`config.mk`:
```
export PLATFORM = sky130hd
export DESIGN_NAME = smg_sleep_gate
export DESIGN_NICKNAME = d
export VERILOG_FILES = /design/src/smg_pkg.sv /design/src/smg_wake_if.sv /design/src/smg_wake_decode.sv /design/src/smg_sleep_gate.sv
export VERILOG_INCLUDE_DIRS = /design/src /design/src/src
export SDC_FILE = /design/constraint.sdc
export NUM_CORES = 1
export LEC_CHECK = 0
export BUFFER_PORTS_ARGS = -buffer_cell sky130_fd_sc_hd__buf_4
export CORE_ASPECT_RATIO = 2
export CORE_MARGIN = 2
export CORE_UTILIZATION = 50
export CTS_CLUSTER_SIZE = 25
export DETAILED_ROUTE_END_ITERATION = 8
export GPL_ROUTABILITY_DRIVEN = 0
export PLACE_DENSITY = 0.84
export RECOVER_POWER = 25
export SYNTH_ARGS = -nofsm -noshare
export SYNTH_HDL_FRONTEND = slang
export SYNTH_SLANG_ARGS = --single-unit
```
`constraint.sdc`:
```
create_clock -name sys_clk -period 2.7 [get_ports sys_clk]
set_input_delay 0.54 -clock sys_clk [delete_from_list [all_inputs] [get_ports sys_clk]]
set_output_delay 0.54 -clock sys_clk [all_outputs]
set_load 0.01 [all_outputs]
```
`src/smg_cfg.svh`:
```
`ifndef SMG_CFG_SVH
`define SMG_CFG_SVH
`define SMG_MODE_IDLE 3'h0
`define SMG_MODE_STANDBY 3'h1
`define SMG_MODE_POWER_DOWN 3'h2
`define SMG_WAKE_CYCLES 4'h6
`define SMG_STARTUP_NS 1000
`define SMG_CLK_NS 5
`define SMG_STARTUP_CYCLES ((`SMG_STARTUP_NS + `SMG_CLK_NS - 1) / `SMG_CLK_NS)
`define SMG_FILT_ASYNC 2'h0
`define SMG_EDGE_ASYNC 1'h0
`define SMG_NPER 8
`endif

```
`src/smg_pkg.sv`:
```
package smg_pkg;
   typedef enum logic [4:0] {
      SMG_ACTIVE = 5'b0_0001,
      SMG_DRAIN = 5'b0_0010,
      SMG_SLEEP = 5'b0_0100,
      SMG_START = 5'b0_1000,
      SMG_RESUME = 5'b1_0000
   } smg_state_t;
   typedef enum logic [2:0] {
      SMG_IDLE = 3'h0,
      SMG_STANDBY = 3'h1,
      SMG_POWER_DOWN = 3'h2
   } smg_mode_t;
endpackage : smg_pkg

```
`src/smg_wake_if.sv`:
```
`timescale 1ns/10ps
`default_nettype none
interface smg_wake_if;
   logic inIdle;
   logic inStandby;
   logic inPdown;
   logic hotLowLeak;
   logic wakeReq;
   modport ctl (output inIdle, output inStandby, output inPdown,
      output hotLowLeak, input wakeReq);
   modport dec (input inIdle, input inStandby, input inPdown,
      input hotLowLeak, output wakeReq);
endinterface : smg_wake_if
`default_nettype wire

```
`src/smg_wake_decode.sv`:
```
`timescale 1ns/10ps
`default_nettype none
`include "smg_cfg.svh"
module smg_wake_decode
   import smg_pkg::*;
(
   smg_wake_if.dec wk,
   input wire logic pinIrq,
   input wire logic vlmIrq,
   input wire logic mvioIrq,
   input wire logic pitIrq,
   input wire logic rtcCntIrq,
   input wire logic rtcRunStby,
   input wire logic twiMatchIrq,
   input wire logic cclIrq,
   input wire logic [1:0] cclFilterSelect,
   input wire logic cclEdgeDetect,
   input wire logic cclRunStby,
   input wire logic sofIrq,
   input wire logic [`SMG_NPER-1:0] perIrq,
   input wire logic [`SMG_NPER-1:0] perRunStby,
   input wire logic otherIrq
);
   logic cclAsync;
   logic [`SMG_NPER-1:0] perWake;
   logic anyWake;
   // Synchronous lookup paths need a running clock to see the edge
   assign cclAsync = (cclFilterSelect == `SMG_FILT_ASYNC) &&
      (cclEdgeDetect == `SMG_EDGE_ASYNC);
   genvar i;
   generate
      for (i = 0; i < `SMG_NPER; i++) begin : g_per
         assign perWake[i] = perIrq[i] &&
            (wk.inIdle || (wk.inStandby && perRunStby[i]));
      end
   endgenerate
   always_comb begin
      anyWake = pinIrq || vlmIrq || mvioIrq || pitIrq;
      anyWake = anyWake || (|perWake);
      if (wk.inIdle) begin
         anyWake = anyWake || otherIrq || rtcCntIrq;
      end
      if (wk.inStandby && rtcRunStby) begin
         anyWake = anyWake || rtcCntIrq;
      end
      if (twiMatchIrq && !(wk.inPdown && wk.hotLowLeak)) begin
         anyWake = 1'b1;
      end
      if (cclIrq && cclAsync && (wk.inIdle ||
         (wk.inStandby && cclRunStby) ||
         (wk.inPdown && !wk.hotLowLeak))) begin
         anyWake = 1'b1;
      end
      if (sofIrq && (wk.inIdle || wk.inStandby)) begin
         anyWake = 1'b1;
      end
   end
   assign wk.wakeReq = anyWake;
endmodule : smg_wake_decode
`default_nettype wire

```
`src/smg_sleep_gate.sv`:
```
`timescale 1ns/10ps
`default_nettype none
`include "smg_cfg.svh"
module smg_sleep_gate
   import smg_pkg::*;
(
   input wire logic sys_clk,
   input wire logic rst_n,
   input wire logic [2:0] sleepModeSelect,
   input wire logic sleepEnableBit,
   input wire logic hotLowLeakEnable,
   input wire logic sleepInstr,
   input wire logic nvmBusy,
   input wire logic pinIrq,
   input wire logic vlmIrq,
   input wire logic mvioIrq,
   input wire logic pitIrq,
   input wire logic rtcCntIrq,
   input wire logic twiMatchIrq,
   input wire logic cclIrq,
   input wire logic [1:0] cclFilterSelect,
   input wire logic cclEdgeDetect,
   input wire logic sofIrq,
   input wire logic [`SMG_NPER-1:0] perIrq,
   input wire logic [`SMG_NPER-1:0] perRunStby,
   input wire logic otherIrq,
   input wire logic mainClkRunStby,
   input wire logic rtcRunStby,
   input wire logic cclRunStby,
   output logic cpuHalt,
   output logic cpuResume,
   output logic sleeping,
   output logic [2:0] activeMode,
   output logic nvmDisable,
   output logic mainClkRun,
   output logic rtcClkRun,
   output logic rtcCounterRun,
   output logic pitRun,
   output logic cclClkRun,
   output logic tcdClkRun,
   output logic watchdogClkRun,
   output logic brownoutClkRun,
   output logic otherPerRun,
   output logic [`SMG_NPER-1:0] perRun
);
   localparam int STARTUP = `SMG_STARTUP_CYCLES;
   localparam logic [3:0] WAKE_N = `SMG_WAKE_CYCLES;
   typedef struct packed {
      smg_state_t st;
      logic [2:0] mode;
      logic hot;
      logic [9:0] cnt;
      logic halt;
      logic nvmOff;
   } smg_regs_t;
   smg_regs_t r_q;
   smg_regs_t r_d;
   smg_wake_if wk ();
   logic [2:0] pinSync1;
   logic [2:0] pinSync2;
   logic asleep;
   logic reqOk;
   assign asleep = (r_q.st == SMG_SLEEP) || (r_q.st == SMG_DRAIN);
   assign wk.inIdle = asleep && (r_q.mode == `SMG_MODE_IDLE);
   assign wk.inStandby = asleep && (r_q.mode == `SMG_MODE_STANDBY);
   assign wk.inPdown = asleep && (r_q.mode == `SMG_MODE_POWER_DOWN);
   assign wk.hotLowLeak = r_q.hot;
   // Pin-level wake sources are asynchronous to sys_clk
   always_ff @(posedge sys_clk or negedge rst_n) begin
      if (!rst_n) begin
         pinSync1 <= 3'h0;
         pinSync2 <= 3'h0;
      end else begin
         pinSync1 <= {pinIrq, vlmIrq, mvioIrq};
         pinSync2 <= pinSync1;
      end
   end
   smg_wake_decode u_dec (
      .wk(wk.dec),
      .pinIrq(pinSync2[2]),
      .vlmIrq(pinSync2[1]),
      .mvioIrq(pinSync2[0]),
      .pitIrq(pitIrq),
      .rtcCntIrq(rtcCntIrq),
      .rtcRunStby(rtcRunStby),
      .twiMatchIrq(twiMatchIrq),
      .cclIrq(cclIrq),
      .cclFilterSelect(cclFilterSelect),
      .cclEdgeDetect(cclEdgeDetect),
      .cclRunStby(cclRunStby),
      .sofIrq(sofIrq),
      .perIrq(perIrq),
      .perRunStby(perRunStby),
      .otherIrq(otherIrq)
   );
   // Reserved codes are refused; core just keeps running
   assign reqOk = sleepInstr && sleepEnableBit &&
      (sleepModeSelect == `SMG_MODE_IDLE ||
       sleepModeSelect == `SMG_MODE_STANDBY ||
       sleepModeSelect == `SMG_MODE_POWER_DOWN);
   always_comb begin
      r_d = r_q;
      unique case (r_q.st)
         SMG_ACTIVE: begin
            if (reqOk) begin
               r_d.mode = sleepModeSelect;
               r_d.hot = hotLowLeakEnable;
               r_d.halt = 1'b1;
               r_d.st = SMG_DRAIN;
            end
         end
         SMG_DRAIN: begin
            if (wk.wakeReq) begin
               r_d.st = SMG_RESUME;
               r_d.cnt = 10'(WAKE_N);
            end else if (!nvmBusy) begin
               r_d.nvmOff = 1'b1;
               r_d.st = SMG_SLEEP;
            end
         end
         SMG_SLEEP: begin
            if (wk.wakeReq) begin
               r_d.nvmOff = 1'b0;
               if (r_q.mode == `SMG_MODE_IDLE) begin
                  r_d.st = SMG_RESUME;
                  r_d.cnt = 10'(WAKE_N);
               end else begin
                  r_d.st = SMG_START;
                  r_d.cnt = 10'(STARTUP);
               end
            end
         end
         SMG_START: begin
            if (r_q.cnt <= 10'h001) begin
               r_d.st = SMG_RESUME;
               r_d.cnt = 10'(WAKE_N);
            end else begin
               r_d.cnt = r_q.cnt - 10'h001;
            end
         end
         SMG_RESUME: begin
            if (r_q.cnt <= 10'h001) begin
               r_d.halt = 1'b0;
               r_d.nvmOff = 1'b0;
               r_d.st = SMG_ACTIVE;
               r_d.cnt = 10'h000;
            end else begin
               r_d.cnt = r_q.cnt - 10'h001;
            end
         end
      endcase
   end
   always_ff @(posedge sys_clk or negedge rst_n) begin
      if (!rst_n) begin
         r_q <= '{st: SMG_ACTIVE, mode: 3'h0, hot: 1'b0, cnt: 10'h000,
            halt: 1'b0, nvmOff: 1'b0};
      end else begin
         r_q <= r_d;
      end
   end
   logic sb;
   logic pd;
   logic idl;
   assign sb = wk.inStandby || (r_q.st == SMG_START &&
      r_q.mode == `SMG_MODE_STANDBY);
   assign pd = wk.inPdown || (r_q.st == SMG_START &&
      r_q.mode == `SMG_MODE_POWER_DOWN);
   assign idl = !sb && !pd;
   assign cpuHalt = r_q.halt;
   assign cpuResume = (r_q.st == SMG_RESUME) && (r_q.cnt <= 10'h001);
   assign sleeping = asleep;
   assign activeMode = r_q.mode;
   assign nvmDisable = r_q.nvmOff;
   assign mainClkRun = idl || (sb && mainClkRunStby);
   assign rtcClkRun = idl || (sb && rtcRunStby) || pd;
   assign rtcCounterRun = idl || (sb && rtcRunStby);
   assign pitRun = 1'b1;
   assign cclClkRun = idl || (sb && cclRunStby);
   assign tcdClkRun = idl;
   assign watchdogClkRun = 1'b1;
   // Kept on always; only needed when detector samples
   assign brownoutClkRun = 1'b1;
   assign otherPerRun = idl;
   genvar g;
   generate
      for (g = 0; g < `SMG_NPER; g++) begin : g_run
         assign perRun[g] = idl || (sb && perRunStby[g]);
      end
   endgenerate
endmodule : smg_sleep_gate
`default_nettype wire

```
==> qor.yml <==
end_kind: "output port"
area_growth_pct: 28.24
root_buffer: "clkbuf_8"
leakage_nw: 1.036
fin_skew_ns: 0.003746
setup-tns-final_ns: 0
clkLatencyLatePin_ns: 0.28
wl_per_cell_um: 16.00
critPathMaxFanout: 12
cp.arrival_ns: 1.99
yosysTopAreaCellShare: 0.3626
grt_pass1_vias: 1727
antenna_left: 0
synth_cells: 191
cts.path.max_buffers: 2
period_needed_ns: 2.525
ys_ff_latch: 27
grt_max_degree: 28
die_w_um: 46.36
overflow: 0
htree_levels: 1
initial_core_util: 0.5253
drive_gt1_frac: 0.3387
cts.sinks: 27
numCtsBuffers: 3
rows: 30
synthFlopType: "dfrtp_1"
grt_pass1_wl_mm: 7.548
fp.dieH_um: 88.72
cellPowerDensity_mw_per_mm2: 723.1
io_buffer_count: 60
path_clk_slew_ns: 0.09
slew_headroom: 0.02917
crit_type: "reg -> out"
place_area_mm2: 0.002248
core-area_mm2: 0.003416
drv_cap: 0
slowest_delay_ns: 0.45
syn_area_mm2: 0.001794
grt_setup_unrepaired: "false"
netlist_top_cells_area: "dfrtp_1, a21o_1, buf_4"
nNetsFinal: 291
hold_violations: 0
drv_slew: 0
min_path_type: "reg -> reg"
vias_per_cell: 5.912
ys_types: 58
pin_count: 64
critPathSlowestCell: "dfrtp_1"
setup_viol: 0
outcome: "finished, final reports clean"
tritoncts: "built"
seq_area_frac_synth: 0.3773
routed_wl_mm: 4.737
ir_worst_vdd_uv: 656.9
grt_usage: 0.2514
dr.pass1.iters: 6
synth_edf_count: 0
required_ns: 2.16
finish.instance_area_mm2: 0.002301
antenna_found_initial: 0
first_iter_violations: 51
post-route-period-util: 0.9353
path_cells: "or3_4, or2_0, nand2_1, and3_4, a21o_1, buf_4"
ys_warn_count: 0
async_flop_share: 1.000
syn_avg_cell_area_um2: 9.394
startpoint_type: "register"
fmax_mhz: 396.0
yosysTopAreaCell: "dfrtp_1"
post-dp-hpwl_mm: 3.814
die_area_mm2: 0.004113
diodes: 0
drcViolationCount: 0
num_vias: 1750
postCtsSetupBuffers: 0
worstMarginPinSlew_ns: 1.456
worst paths after layout:
check,startpoint,end,slack (ns),depth (start not counted)
min in group asynchronous,rst_n,pinSync1[0],0.59,1
setup reg to reg,r_q[20],r_q[3],0.41,6
hold reg to reg,pinSync1[0],pinSync2[0],0.36,0
hold / removal,pinSync1[0],pinSync2[0],0.36,0
setup / recovery,r_q[20],cclClkRun,0.17,6
max in group asynchronous,rst_n,r_q[18],1.26,1
layout make-up:
cell class / count / area (um^2)
Clock inverter: 1 / 7.507
Inverter: 5 / 18.77
Clock buffer: 3 / 41.29
Tap cell: 48 / 60.06
Multi-Input combinational cell: 147 / 1012
Sequential cell: 27 / 676.9
Timing Repair Buffer: 65 / 484.2
Fill cell: 295 / 1115
Yosys cell counts (2+ instances only):
cell,n
nand2b_1,4
or3_1,3
o21ai_0,7
nor2b_1,2
buf_6,3
nor3_1,6
nand4_1,2
xnor2_1,3
buf_4,7
nand3b_1,3
inv_1,5
or3_2,2
a21oi_1,7
a31oi_1,2
ha_1,2
dfrtp_1,26
nor2_1,14
a21o_1,11
o221ai_1,2
o41ai_1,2
clkbuf_1,4
nor4_1,4
o21a_1,4
o22ai_1,3
and3_1,3
mux2i_1,2
nand3_1,3
o2bb2ai_1,2
a31o_2,2
a22oi_1,5
o211ai_1,2
o31ai_1,2
nand2_1,14
mux2_2,3
nand4b_1,2
critical path, delay by kind of cell, from the launching register on:
kind | cells | cell delay, ns
and+or+nand+nor | 4 | 1.02
DFF | 1 | 0.45
buffers and inverters | 1 | 0.11
AOI/OAI and AO/OA | 1 | 0.14
metal layers:
layer / up-vias / part of all wire / wire [um] / track usage
met5: - / 0 / 0 / 0
met4: 0 / 0.039 / 187 / 0.1377
met3: 15 / 0.043 / 203 / 0.01224
li1: 826 / - / - / -
met2: 60 / 0.58 / 2753 / 0.4924
met1: 849 / 0.34 / 1593 / 0.2353
layout by cell type, fill, tap and decap left out, types with 3 or more instances in the layout:
cell      count
buf_4        61
dfrtp_1      26
nor2_1       14
nand2_1      13
a21o_1       11
a21oi_1       7
o21ai_0       7
nor3_1        6
inv_1         5
a22oi_1       5
nand2b_1      4
nor4_1        4
o21a_1        4
xnor2_1       3
nand3_1       3
nand3b_1      3
or3_1         3
o22ai_1       3
mux2_2        3
conb_1        3
clkbuf_8      3
clkbuf_4      3
what timing repair did:
action | in CTS | in global routing
resized for setup | 0 | 3
hold buffers | 0 | 0
endpoints found under the setup margin | 0 | 12
flip-flops by register name, indices dropped and copies added (netlist names):
register,cells
activeMode,3
pinSync1,3
cpuHalt,1
pinSync2,3
wk.hotLowLeak,1
nvmDisable,1
r_q,15
where the power goes:
part | switching [mW] | internal (mW)
clock network | 0.130 | 0.105
registers | 0.127 | 0.507
logic | 0.415 | 0.380
stage by stage:
step / total power, mW / instances / utilization / worst slack [ns] / hold WS (ns)
after floorplan: 1.195 / 193 / - / 0.2288 / 0.2444
after global placement: 1.401 / 292 / 0.6582 / 0.3906 / 0.3326
after detailed placement: 1.423 / 292 / 0.6582 / 0.3083 / 0.3370
after CTS: 1.660 / 296 / 0.6725 / 0.002628 / 0.1664
after global routing: 1.795 / 296 / 0.6736 / 0.04017 / 0.3685
final: 1.664 / 296 / 0.6736 / 0.1746 / 0.3552
cell families after synthesis:
group | count (synthesis) | share of synthesized area
flops | 27 | 0.3773
mux | 5 | 0.02999
buf+inv | 19 | 0.06694
xor+xnor | 3 | 0.01465
fa+ha+maj | 2 | 0.01394
simple gates | 71 | 0.2176
other cells | 1 | 0.002090
compound gates | 63 | 0.2776
(Power assumes the default switching activity.)
